**config.mk**
```make
export PLATFORM = sky130hd
export DESIGN_NAME = flash_cmd_handler
export DESIGN_NICKNAME = d
export VERILOG_FILES = /design/src/rtl/flash_cmd_pkg.sv /design/src/rtl/flash_cmd_handler.sv
export SDC_FILE = /design/constraint.sdc
export NUM_CORES = 2
export LEC_CHECK = 0
export CAP_MARGIN = 30
export CORE_ASPECT_RATIO = 1.2
export CORE_MARGIN = 3
export CORE_UTILIZATION = 35
export CTS_CLUSTER_DIAMETER = 30
export CTS_CLUSTER_SIZE = 8
export DETAILED_ROUTE_END_ITERATION = 16
export DONT_BUFFER_PORTS = 1
export PLACE_DENSITY = 0.56
export REMOVE_ABC_BUFFERS = 1
export SLEW_MARGIN = 20
export SYNTH_ARGS = -nofsm -noshare
export SYNTH_HDL_FRONTEND = slang
export SYNTH_SLANG_ARGS = --single-unit
```
**constraint.sdc**
```tcl
create_clock -name clk -period 9.9 [get_ports clk]
set_clock_uncertainty 0.2 [all_clocks]
set_input_delay 1.98 -clock clk [delete_from_list [all_inputs] [get_ports clk]]
set_output_delay 1.98 -clock clk [all_outputs]
set_load 0.02 [all_outputs]
```
**src/rtl/flash_cmd_pkg.sv**
```systemverilog
// Constants for the remote flash-store command handler.
// Assumes command fields arrive already parsed from the addressed frame: code and options byte-wide, block, offset and count 16-bit.
package flash_cmd_pkg;
  // Request command codes and reply flag
  localparam logic [7:0] CMD_WRITE = 8'h02;
  localparam logic [7:0] CMD_ERASE_WRITE = 8'h03;
  localparam logic [7:0] CMD_READ = 8'h04;
  localparam logic [7:0] CMD_VERIFY = 8'h05;
  localparam logic [7:0] CMD_VERIFY_INSTALL = 8'h06;
  localparam logic [7:0] REPLY_FLAG = 8'h80;
  // Result status codes
  localparam logic [7:0] ST_OK = 8'h00;
  localparam logic [7:0] ST_GENERAL = 8'h01;
  localparam logic [7:0] ST_BEYOND_LAST = 8'h03;
  localparam logic [7:0] ST_CROSS_BLOCK = 8'h04;
  localparam logic [7:0] ST_UNKNOWN_CMD = 8'h06;
  localparam logic [7:0] ST_BUSY = 8'h07;
  localparam logic [7:0] ST_READ_FAIL = 8'h30;
  localparam logic [7:0] ST_READ_TOO_LONG = 8'h31;
  localparam logic [7:0] ST_INCOMPAT = 8'h41;
  localparam logic [7:0] ST_CORRUPT = 8'h42;
  // Register byte offsets
  localparam logic [3:0] REG_CTRL = 4'h0;
  localparam logic [3:0] REG_GEOM = 4'h4;
  localparam logic [3:0] REG_STATUS = 4'h8;
  localparam logic [3:0] REG_MAXREAD = 4'hC;
  // Field positions
  localparam int CTRL_ENABLE_BIT = 0;
  localparam int GEOM_COUNT_LSB = 0;
  localparam int GEOM_SIZE_LSB = 16;
  localparam int STAT_BUSY_BIT = 0;
  localparam int STAT_LAST_LSB = 8;
  localparam int STAT_CMD_LSB = 16;
  // Reset values and default buffer depth
  localparam logic CTRL_ENABLE_RESET = 1'b1;
  localparam logic [15:0] DEF_BLOCK_COUNT = 16'h0040;
  localparam logic [15:0] DEF_BLOCK_SIZE = 16'h0200;
  localparam logic [15:0] DEF_MAX_READ = 16'h0040;
  localparam int DEF_BUF_DEPTH = 64;
endpackage

```
**src/rtl/flash_cmd_handler.sv**
```systemverilog
// Command handler for the general flash store: write/erase-then-write replies,
// read with payload, firmware verify and verify-and-install.
// Assumes an external flash engine and image verifier, a frame layer that
// parses requests and serialises replies, and a classic Wishbone master.
`timescale 1ns/1ns

// Operation
// Write replies use code 0x82, erase-then-write replies use 0x83.
// Reply status is 0 on success, a nonzero error code otherwise.
// Write, erase-then-write and read replies echo block index and byte offset.
// Write and erase-then-write replies carry byte count 0 and no payload.
// Replies go to the source endpoint named in the request.
// Requester encodes read as code 0x04.
// Requester sets read option flags to 0.
// Read request names block index and starting byte offset.
// Read stays in one block; offset plus count within block size.
// Request frame never exceeds the device maximum payload size.
// Read requests carry no payload.
// Read is answered with code 0x84.
// Read reply carries the bytes read, count equals payload length.
// Requester encodes verify as 0x05 and verify-and-install as 0x06.
// Verify requests carry zero options, block, offset, count, no payload.
// Both verify commands check the stored image and report in status.
// Verify-and-install with valid image replies first, then resets.
// Radio reception may stall while an image is verified.
// Block-crossing access gives 0x04, block beyond last gives 0x03.
// Unknown command gives 0x06, command while busy gives 0x07.
// Read longer than one reply gives 0x31, flash read failure 0x30.
// Incompatible image gives 0x41, corrupted image gives 0x42.
// Reply code is request code plus 0x80.
module flash_cmd_handler
  import flash_cmd_pkg::*;
#(
  parameter int BUF_DEPTH = DEF_BUF_DEPTH
) (
  // Clock and reset
  input wire logic clk,
  input wire logic resetn,
  // Wishbone slave
  input wire logic wb_cyc_i,
  input wire logic wb_stb_i,
  input wire logic wb_we_i,
  input wire logic [3:0] wb_adr_i,
  input wire logic [3:0] wb_sel_i,
  input wire logic [31:0] wb_dat_i,
  output logic [31:0] wb_dat_o,
  output logic wb_ack_o,
  // Parsed request
  input wire logic reqValid,
  output logic reqReady,
  input wire logic [7:0] reqSrcEndpoint,
  input wire logic [7:0] commandCodeField,
  input wire logic [7:0] optionFlagsField,
  input wire logic [15:0] blockIndexField,
  input wire logic [15:0] byteOffsetField,
  input wire logic [15:0] byteCountField,
  // Reply header
  output logic rspValid,
  input wire logic rspReady,
  output logic [7:0] rspDstEndpoint,
  output logic [7:0] rspCommandCode,
  output logic [7:0] rspResultStatus,
  output logic [15:0] rspBlockIndex,
  output logic [15:0] rspByteOffset,
  output logic [15:0] rspByteCount,
  // Reply payload bytes
  output logic payValid,
  input wire logic payReady,
  output logic [7:0] payByte,
  // Flash engine
  output logic flashRdReq,
  output logic [31:0] flashAddr,
  input wire logic flashRdAck,
  input wire logic flashRdErr,
  input wire logic [7:0] flashRdData,
  output logic flashWrReq,
  output logic flashWrErase,
  input wire logic flashWrDone,
  input wire logic [7:0] flashWrStatus,
  // Image verifier and install
  output logic verReq,
  input wire logic verDone,
  input wire logic verCompatible,
  input wire logic verIntact,
  output logic rxBlocked,
  output logic installReset
);

  localparam int AW = $clog2(BUF_DEPTH);

  typedef enum logic [3:0] {
    S_IDLE, S_CHECK, S_READ, S_WRITE, S_VERIFY, S_HDR, S_PAY, S_INSTALL
  } state_t;

  state_t state_reg, state_next;
  logic enable_reg, enable_next;
  logic [15:0] blkCount_reg, blkCount_next;
  logic [15:0] blkSize_reg, blkSize_next;
  logic [15:0] maxRead_reg, maxRead_next;
  logic ack_reg, ack_next;
  logic [31:0] rdat_reg, rdat_next;
  logic [7:0] lastStatus_reg, lastStatus_next;
  logic [7:0] ep_reg, ep_next;
  logic [7:0] cmd_reg, cmd_next;
  logic [15:0] blk_reg, blk_next;
  logic [15:0] off_reg, off_next;
  logic [15:0] cnt_reg, cnt_next;
  logic [7:0] status_reg, status_next;
  logic [15:0] idx_reg, idx_next;
  logic [31:0] addr_reg, addr_next;
  logic rejPend_reg, rejPend_next;
  logic [7:0] rejEp_reg, rejEp_next;
  logic [7:0] rejCmd_reg, rejCmd_next;
  logic [15:0] rejBlk_reg, rejBlk_next;
  logic [15:0] rejOff_reg, rejOff_next;
  logic [7:0] buffer [BUF_DEPTH];

  logic busAccess, reqTake, isRead, isWriteKind, isVerify, tooFar, tooLong;
  logic [16:0] endPos;
  logic [31:0] blockBase;

  assign busAccess = wb_cyc_i && wb_stb_i && !ack_reg;
  // A request arriving while busy is held for one busy reply; the port stalls
  // only while that single slot is occupied.
  assign reqReady = !rejPend_reg;
  assign reqTake = reqValid && reqReady;
  assign isRead = cmd_reg == CMD_READ;
  assign isWriteKind = cmd_reg == CMD_WRITE || cmd_reg == CMD_ERASE_WRITE;
  assign isVerify = cmd_reg == CMD_VERIFY || cmd_reg == CMD_VERIFY_INSTALL;
  assign endPos = {1'b0, off_reg} + {1'b0, cnt_reg};
  assign tooFar = endPos > {1'b0, blkSize_reg};
  assign tooLong = cnt_reg > maxRead_reg || {16'h0000, cnt_reg} > 32'(BUF_DEPTH);
  assign blockBase = 32'(blk_reg) * 32'(blkSize_reg);

  assign rspValid = state_reg == S_HDR;
  assign rspDstEndpoint = ep_reg;
  assign rspCommandCode = cmd_reg | REPLY_FLAG; // see R01 see R12
  assign rspResultStatus = status_reg;
  assign rspBlockIndex = blk_reg;
  assign rspByteOffset = off_reg;
  assign rspByteCount = (isRead && status_reg == ST_OK) ? cnt_reg : 16'h0000; // see R04
  assign payValid = state_reg == S_PAY;
  assign payByte = buffer[idx_reg[AW-1:0]];
  assign flashRdReq = state_reg == S_READ;
  assign flashAddr = addr_reg;
  assign flashWrReq = state_reg == S_WRITE;
  assign flashWrErase = cmd_reg == CMD_ERASE_WRITE;
  assign verReq = state_reg == S_VERIFY;
  assign rxBlocked = state_reg == S_VERIFY;
  assign installReset = state_reg == S_INSTALL;
  assign wb_ack_o = ack_reg;
  assign wb_dat_o = rdat_reg;

  // Register file: one-cycle ack, unmapped reads return zero
  always_comb begin
    ack_next = busAccess;
    rdat_next = 32'h0000_0000;
    enable_next = enable_reg;
    blkCount_next = blkCount_reg;
    blkSize_next = blkSize_reg;
    maxRead_next = maxRead_reg;
    if (busAccess && wb_we_i) begin
      case (wb_adr_i)
        REG_CTRL: begin
          if (wb_sel_i[0]) begin
            enable_next = wb_dat_i[CTRL_ENABLE_BIT];
          end
        end
        REG_GEOM: begin
          if (wb_sel_i[0]) blkCount_next[7:0] = wb_dat_i[GEOM_COUNT_LSB +: 8];
          if (wb_sel_i[1]) blkCount_next[15:8] = wb_dat_i[GEOM_COUNT_LSB + 8 +: 8];
          if (wb_sel_i[2]) blkSize_next[7:0] = wb_dat_i[GEOM_SIZE_LSB +: 8];
          if (wb_sel_i[3]) blkSize_next[15:8] = wb_dat_i[GEOM_SIZE_LSB + 8 +: 8];
        end
        REG_MAXREAD: begin
          if (wb_sel_i[0]) maxRead_next[7:0] = wb_dat_i[7:0];
          if (wb_sel_i[1]) maxRead_next[15:8] = wb_dat_i[15:8];
        end
        default: begin
        end
      endcase
    end else if (busAccess) begin
      case (wb_adr_i)
        REG_CTRL: rdat_next[CTRL_ENABLE_BIT] = enable_reg;
        REG_GEOM: rdat_next = {blkSize_reg, blkCount_reg};
        REG_STATUS: begin
          rdat_next[STAT_BUSY_BIT] = state_reg != S_IDLE;
          rdat_next[STAT_LAST_LSB +: 8] = lastStatus_reg;
          rdat_next[STAT_CMD_LSB +: 8] = cmd_reg;
        end
        REG_MAXREAD: rdat_next = {16'h0000, maxRead_reg};
        default: rdat_next = 32'h0000_0000;
      endcase
    end
  end

  always_ff @(posedge clk or negedge resetn) begin
    if (!resetn) begin
      ack_reg <= 1'b0;
      rdat_reg <= 32'h0000_0000;
      enable_reg <= CTRL_ENABLE_RESET;
      blkCount_reg <= DEF_BLOCK_COUNT;
      blkSize_reg <= DEF_BLOCK_SIZE;
      maxRead_reg <= DEF_MAX_READ;
    end else begin
      ack_reg <= ack_next;
      rdat_reg <= rdat_next;
      enable_reg <= enable_next;
      blkCount_reg <= blkCount_next;
      blkSize_reg <= blkSize_next;
      maxRead_reg <= maxRead_next;
    end
  end

  // Command sequencer
  always_comb begin
    state_next = state_reg;
    ep_next = ep_reg;
    cmd_next = cmd_reg;
    blk_next = blk_reg;
    off_next = off_reg;
    cnt_next = cnt_reg;
    status_next = status_reg;
    idx_next = idx_reg;
    addr_next = addr_reg;
    lastStatus_next = lastStatus_reg;
    rejPend_next = rejPend_reg;
    rejEp_next = rejEp_reg;
    rejCmd_next = rejCmd_reg;
    rejBlk_next = rejBlk_reg;
    rejOff_next = rejOff_reg;
    if (reqTake && state_reg != S_IDLE) begin
      rejPend_next = 1'b1;
      rejEp_next = reqSrcEndpoint;
      rejCmd_next = commandCodeField;
      rejBlk_next = blockIndexField;
      rejOff_next = byteOffsetField;
    end
    case (state_reg)
      S_IDLE: begin
        if (rejPend_reg) begin
          rejPend_next = 1'b0;
          ep_next = rejEp_reg;
          cmd_next = rejCmd_reg;
          blk_next = rejBlk_reg;
          off_next = rejOff_reg;
          cnt_next = 16'h0000;
          status_next = ST_BUSY;
          state_next = S_HDR;
        end else if (reqTake) begin
          ep_next = reqSrcEndpoint;
          cmd_next = commandCodeField;
          blk_next = blockIndexField;
          off_next = byteOffsetField;
          cnt_next = byteCountField;
          state_next = S_CHECK;
        end
      end
      S_CHECK: begin
        idx_next = 16'h0000;
        addr_next = blockBase + 32'(off_reg);
        status_next = ST_OK;
        state_next = S_HDR;
        if (!enable_reg) begin
          status_next = ST_GENERAL;
        end else if (isRead || isWriteKind) begin
          if (blk_reg >= blkCount_reg) begin
            status_next = ST_BEYOND_LAST;
          end else if (tooFar) begin
            status_next = ST_CROSS_BLOCK;
          end else if (isRead && tooLong) begin
            status_next = ST_READ_TOO_LONG;
          end else if (isWriteKind) begin
            state_next = S_WRITE;
          end else if (cnt_reg != 16'h0000) begin
            state_next = S_READ;
          end
        end else if (isVerify) begin
          state_next = S_VERIFY;
        end else begin
          status_next = ST_UNKNOWN_CMD;
        end
      end
      S_READ: begin
        if (flashRdAck) begin
          idx_next = idx_reg + 16'h0001;
          addr_next = addr_reg + 32'h0000_0001;
          if (flashRdErr) begin
            status_next = ST_READ_FAIL;
            state_next = S_HDR;
          end else if (idx_reg + 16'h0001 == cnt_reg) begin
            state_next = S_HDR;
          end
        end
      end
      S_WRITE: begin
        if (flashWrDone) begin
          status_next = flashWrStatus;
          state_next = S_HDR;
        end
      end
      S_VERIFY: begin
        if (verDone) begin
          status_next = !verCompatible ? ST_INCOMPAT : (!verIntact ? ST_CORRUPT : ST_OK);
          state_next = S_HDR;
        end
      end
      S_HDR: begin
        idx_next = 16'h0000;
        if (rspReady) begin
          lastStatus_next = status_reg;
          if (isRead && status_reg == ST_OK && cnt_reg != 16'h0000) begin
            state_next = S_PAY;
          end else if (cmd_reg == CMD_VERIFY_INSTALL && status_reg == ST_OK) begin
            state_next = S_INSTALL;
          end else begin
            state_next = S_IDLE;
          end
        end
      end
      S_PAY: begin
        if (payReady) begin
          idx_next = idx_reg + 16'h0001;
          if (idx_reg + 16'h0001 == cnt_reg) begin
            state_next = S_IDLE;
          end
        end
      end
      S_INSTALL: state_next = S_IDLE;
      default: state_next = S_IDLE;
    endcase
  end

  always_ff @(posedge clk or negedge resetn) begin
    if (!resetn) begin
      state_reg <= S_IDLE;
      ep_reg <= 8'h00;
      cmd_reg <= 8'h00;
      blk_reg <= 16'h0000;
      off_reg <= 16'h0000;
      cnt_reg <= 16'h0000;
      status_reg <= 8'h00;
      idx_reg <= 16'h0000;
      addr_reg <= 32'h0000_0000;
      lastStatus_reg <= 8'h00;
      rejPend_reg <= 1'b0;
      rejEp_reg <= 8'h00;
      rejCmd_reg <= 8'h00;
      rejBlk_reg <= 16'h0000;
      rejOff_reg <= 16'h0000;
    end else begin
      state_reg <= state_next;
      ep_reg <= ep_next;
      cmd_reg <= cmd_next;
      blk_reg <= blk_next;
      off_reg <= off_next;
      cnt_reg <= cnt_next;
      status_reg <= status_next;
      idx_reg <= idx_next;
      addr_reg <= addr_next;
      lastStatus_reg <= lastStatus_next;
      rejPend_reg <= rejPend_next;
      rejEp_reg <= rejEp_next;
      rejCmd_reg <= rejCmd_next;
      rejBlk_reg <= rejBlk_next;
      rejOff_reg <= rejOff_next;
    end
  end

  // Read bytes are buffered so the status is final before the header leaves
  always_ff @(posedge clk) begin
    if (state_reg == S_READ && flashRdAck && !flashRdErr) begin
      buffer[idx_reg[AW-1:0]] <= flashRdData;
    end
  end
endmodule

```
======== Yosys cells after proc, flatten, opt, wreduce, memory -nomap -nowiden ========
Memories as Yosys holds them, arrays and structs flattened.
Cells that the tools add are included.
storage, ports and cells
  word-level logic and storage cells ...... 163
  memories ................................ 1
  memory bits (writable) .................. 512
  flip-flop bits (word level) ............. 263
operators by class
  $lt $le $gt $ge ......................... 4
  multipliers ............................. 1
  add/subtract/negate cells ............... 4
  reductions and logical operators ........ 41
  mux-type cells .......................... 62
  equality and inequality tests ........... 26
memories
  name    words  width  read ports  clocked after Yosys merged registers in  wr ports  line                      source
  buffer  64     8      1           0                                        1         flash_cmd_handler.sv:116  logic [7:0] buffer [BUF_DEPTH];
operator list
  kind                                                            count
  two-way mux 16 bit                                              9
  two-way mux 32 bit                                              3
  two-way mux 8 bit                                               12
  one-hot mux 16 bit (3 select lines)                             2
  one-hot mux 32 bit (2 select lines)                             1
  two-way mux 4 bit                                               12
  one-hot mux 8 bit (5 select lines)                              1
  adder 32 x 1 -> 32 bit, second input constant                   1
  adder 32 x 16 -> 32 bit                                         1
  multiplier 16 x 16 -> 32 bit                                    1
  one-hot mux 4 bit (7 select lines)                              1
  equality test 8 x 3 -> 1 bit, second input constant             3
  two-way mux 3 bit                                               8
  AND reduction 3 bit                                             8
  equality test 4 x 3 -> 1 bit, second input constant             5
  two-way mux 6 bit                                               3
  adder 16 x 16 -> 17 bit                                         1
  greater-than comparator 17 x 16 -> 1 bit                        1
  adder 16 x 1 -> 16 bit, second input constant                   1
  equality test 16 bit                                            1
  equality test 8 x 2 -> 1 bit, second input constant             2
  greater-or-equal comparator 16 bit                              1
  greater-than comparator 16 bit                                  1
  greater-than comparator 16 x 7 -> 1 bit, second input constant  1
  other kinds (25)                                                58

======== Logic depth before layout (Yosys ltp) ========
  depth after elaboration ................. 9
  gate-level depth with buffers ........... 25
  gate-level depth less buffers ........... 23

======== Worst setup path before layout ========
Ideal clock, no wire load.
  kind .................................... reg2reg
  start point ............................. reg blk_reg[10], in the netlist rspBlockIndex[10]
  end point ............................... reg addr_reg[31], in the netlist flashAddr[31]
  arrival time ............................ 6.075 ns
  path buffers ............................ 1
  setup slack ............................. 3.494 ns
  cell stages (with the launch flop) ...... 21
  required time ........................... 9.568 ns
  clock period less this slack ............ 6.406 ns
  cells stage by stage .................... dfrtp_1 -> clkbuf_1 -> nand2_1 -> fa_1 -> fa_1 -> fa_1 -> fa_1 -> inv_1 -> fa_1 -> inv_1 -> fa_1 -> inv_1 -> ha_1 -> and2_1 -> and3_1 -> a2111oi_1 -> or4_1 -> a21oi_1 -> a211oi_1 -> mux2i_1 -> o21ai_1
between the ends
  longest elaborated chain between the ends .. 3
ends and longest elaborated chain
  element                              line                      source
  start, declared                      flash_cmd_handler.sv:105  logic [15:0] blk_reg, blk_next;
  start signal, assigned               flash_cmd_handler.sv:355  blk_reg <= blk_next;
  multiplier 16 x 16 -> 32 bit         flash_cmd_handler.sv:133  assign blockBase = 32'(blk_reg) * 32'(blkSize_reg);
  adder 32 x 16 -> 32 bit              flash_cmd_handler.sv:261  addr_next = blockBase + 32'(off_reg);
  one-hot mux 32 bit (2 select lines)  flash_cmd_handler.sv:239  case (state_reg)
  end signal, assigned                 flash_cmd_handler.sv:360  addr_reg <= addr_next;
  end, declared                        flash_cmd_handler.sv:110  logic [31:0] addr_reg, addr_next;
Every way passes these cells.
A chain may end at the register's enable or synchronous reset.

======== Final worst setup path ========
  start point ............................. reg blkSize_reg[1]
  end point ............................... reg addr_reg[31], in the netlist flashAddr[31]
between the ends
  longest elaborated chain between the ends .. 3
ends and longest elaborated chain
  element                              line                      source
  start, declared                      flash_cmd_handler.sv:98   logic [15:0] blkSize_reg, blkSize_next;
  start signal, assigned               flash_cmd_handler.sv:210  blkSize_reg <= blkSize_next;
  multiplier 16 x 16 -> 32 bit         flash_cmd_handler.sv:133
  adder 32 x 16 -> 32 bit              flash_cmd_handler.sv:261
  one-hot mux 32 bit (2 select lines)  flash_cmd_handler.sv:239
Every way passes these cells.

==> impl_metrics.env <==
export IMPL_die_area_sq_um=124000
export IMPL_cts_sinks=774
export IMPL_hp_class="register to register"
export IMPL_critical_path_class="register to register"
export IMPL_vias=28500
export IMPL_hold_viol=0
export IMPL_grt_pass1_vias=29300
export IMPL_cts_setup_buffers=0
export IMPL_clk_pin_slew_ns=0.04
export IMPL_area_growth_pct=16.7
export IMPL_grt_total_usage=0.213
export IMPL_setup_tns_ns=0
export IMPL_cp_max_fo=18
export IMPL_cpPeakStageDelay_ns=0.82
export IMPL_crit_chain="nand2_1 -> fa_1 -> fa_1 -> fa_1 -> fa_1 -> inv_1 -> fa_1 -> inv_1 -> fa_1 -> inv_1 -> ha_1 -> and2_1 -> and3_1 -> a2111oi_1 -> or4_1 -> a21oi_1 -> a211oi_1 -> mux2i_1 -> o21ai_1"
export IMPL_die_h_um=385
export IMPL_cp_common_cell="fa_1"
export IMPL_die_w_um=322
export IMPL_rsz0062_at_grt="no"
export IMPL_powerDensity_nw_per_um2=260
export IMPL_antenna_found_initial=30
export IMPL_largest_reg_flops=512
export IMPL_period_share=0.732
export IMPL_arrival_ns=7.65
export IMPL_synth_edff_count=512
export IMPL_drt_antenna_violating_nets=0
export IMPL_drt_wl_total_um=133000
export IMPL_syn_area_per_cell_sq_um=11.9
export IMPL_period_minus_slack_ns=7.24
export IMPL_setup_viol_count_final=0
export IMPL_worst_slew_pin_slew_ns=1.03
export IMPL_globalplace_congestion=0.864
export IMPL_start_util=0.354
export IMPL_ys_warn_count=0
export IMPL_slew_viol_final=0
export IMPL_cts_hold_buf=0
export IMPL_first_iter_violations=2266
export IMPL_root_buffer="clkbuf_16"
export IMPL_io_buffers=0
export IMPL_drive_gt1_frac=0.121
export IMPL_ys_types=85
export IMPL_htree_levels=4
export IMPL_clk_insertion_delay_late_ns=0.78
export IMPL_syn_inst=3513
export IMPL_core_sq_um=118000
export IMPL_nets=4073
export IMPL_syn_area_sq_um=41800
export IMPL_fin_util=0.413
export IMPL_grt_pass1_wl_um=193000
export IMPL_cts_tree="done"
export IMPL_status="completed"
export IMPL_critPathLaunchType="register"
export IMPL_dr_pass1_iters=5
export IMPL_dp_hpwl_um=92800
export IMPL_slew_headroom=0.313
export IMPL_avgViaCountPerCell=5.46
export IMPL_grt_max_degree=263
export IMPL_drv_cap=0
export IMPL_cp_required_ns=10.31
export IMPL_cts_buffer_depth=3
export IMPL_critPathSlowestCell="dfrtp_1"
export IMPL_cts_buffers=161
export IMPL_core_rowCount=138
export IMPL_synth_ff_type="edfxtp_1"
export IMPL_ir_drop_mv=0.189
export IMPL_p_leak_uw=0.0195
export IMPL_fmax_ghz=0.138
export IMPL_grt_overflow=0
export IMPL_ios=296
export IMPL_ys_async_sr_fraction=0.339
export IMPL_ys_ff_latch=774
export IMPL_drc=0
export IMPL_post_cts_resized=0
export IMPL_worst_setup_path_end_kind="register"
export IMPL_ys_seq_area_frac=0.524
export IMPL_avgRoutedWirePerCell_um=25.4
==> cell usage in the layout, fill, tap and decap left out, types with 33 or more instances in the layout <==
cell         n
a21o_1      33
a21oi_1    106
a221oi_1    57
a22o_1      73
a22oi_1    172
a31oi_1     71
and2_1     121
buf_4       60
clkbuf_16  161
dfrtp_1    257
edfxtp_1   512
fa_1       211
ha_1       172
inv_1      350
mux2_2     103
mux2i_1     56
nand2_1    308
nand3_1     46
nor2_1     195
nor3_1      47
o21ai_0    107
==> cells by family (layout without fill, tap and decap cells) <==
group                    count (synthesis)  after routing  share of synthesized area
XOR/XNOR                                59             59                     0.0124
AO/OA/AOI/OAI                          731            731                      0.121
flip-flops                             774            774                      0.524
AND/OR/NAND/NOR                        859            859                     0.0972
other                                    1             22                  0.0000896
multiplexers                           164            164                     0.0425
adder cells (fa/ha/maj)                383            383                      0.152
buffers and inverters                  542            693                     0.0497
==> per-stage QoR <==
step,power [uW],area (sq um),instances,setup slack (ns),hold WS [ns]
2_1_floorplan,6550,41100,3323,2.56,0.264
3_3_place_gp,7610,43500,4915,2.53,0.277
3_5_place_dp,7700,43600,4920,2.71,0.291
4_1_cts,12800,48700,5199,2.64,0.304
5_1_grt,13400,48800,5215,2.21,0.311
6_report,12700,48800,5225,2.66,0.300
==> report_power, final <==
part           internal, uW  total [uW]  switching, uW
clock network          3320        5110           1790
registers              3770        4510            735
logic                  1290        3100           1810
total                  8380       12700           4330
==> worst paths after layout <==
check	slack, ns	cells past startpoint	start	end
hold reg to reg	0.30	1	rejOff_reg[7]$_DFFE_PN0P_	rejOff_reg[7]$_DFFE_PN0P_
hold / removal	0.30	1	rejOff_reg[7]$_DFFE_PN0P_	rejOff_reg[7]$_DFFE_PN0P_
setup reg to reg	2.66	19	blkSize_reg[1]$_DFFE_PN0P_	flashAddr[31]$_DFFE_PN0P_
min in group asynchronous	0.71	0	resetn	flashAddr[11]$_DFFE_PN0P_
setup / recovery	2.66	19	blkSize_reg[1]$_DFFE_PN0P_	flashAddr[31]$_DFFE_PN0P_
max in group asynchronous	8.04	0	resetn	blkSize_reg[15]$_DFFE_PN0P_
==> routing by layer <==
metal	wire length (um)	vias to the layer above	GRT usage
li1	-	12700	-
met1	49400	14500	0.239
met2	64900	996	0.358
met3	12700	283	0.0794
met4	5410	14	0.0987
met5	93	-	0
==> cell type report <==
class                           count  area, sq um
Fill cell                       11100        69400
Clock buffer                      197         4230
Timing Repair Buffer               62          493
Sequential cell                   774        21900
Multi-Input combinational cell   2197        17900
Tap cell                         1540         1930
Antenna cell                       21         52.6
Inverter                          352         1320
Clock inverter                     82          957
==> synth_stat cells (14+ instances only) <==
| cell type | instances | share of area |
|---|---|---|
| a22o_1 | 73 | 0.015 |
| nor2_1 | 200 | 0.018 |
| nor3_1 | 49 | 0.0059 |
| inv_1 | 351 | 0.031 |
| dfrtp_1 | 258 | 0.15 |
| o21ai_0 | 107 | 0.013 |
| a221oi_1 | 57 | 0.012 |
| nor4_1 | 24 | 0.0036 |
| o21a_1 | 14 | 0.0025 |
| nand2_1 | 308 | 0.028 |
| nand3_1 | 47 | 0.0056 |
| and2_1 | 121 | 0.018 |
| xor2_1 | 28 | 0.0059 |
| mux2_2 | 103 | 0.028 |
| a21o_1 | 33 | 0.0059 |
| a22oi_1 | 172 | 0.031 |
| a31oi_1 | 71 | 0.011 |
| and3_1 | 18 | 0.0027 |
| a21oi_1 | 107 | 0.013 |
| buf_1 | 23 | 0.0021 |
| edfxtp_1 | 512 | 0.37 |
| fa_1 | 211 | 0.10 |
| xnor2_1 | 31 | 0.0065 |
| ha_1 | 172 | 0.051 |
| nand4_1 | 27 | 0.0040 |
| mux2i_1 | 56 | 0.013 |
| clkbuf_1 | 150 | 0.013 |
==> worst max-delay path, delay by kind of cell (launching register included) <==
family,cells,cell delay [ns]
AOI/OAI and AO/OA,4,1.31
buffers and inverters,3,0.14
adders and majority gates,7,3.42
muxes,1,0.23
and+or+nand+nor,4,0.93
DFF,1,0.82
Power figures use the tool's default switching activity.
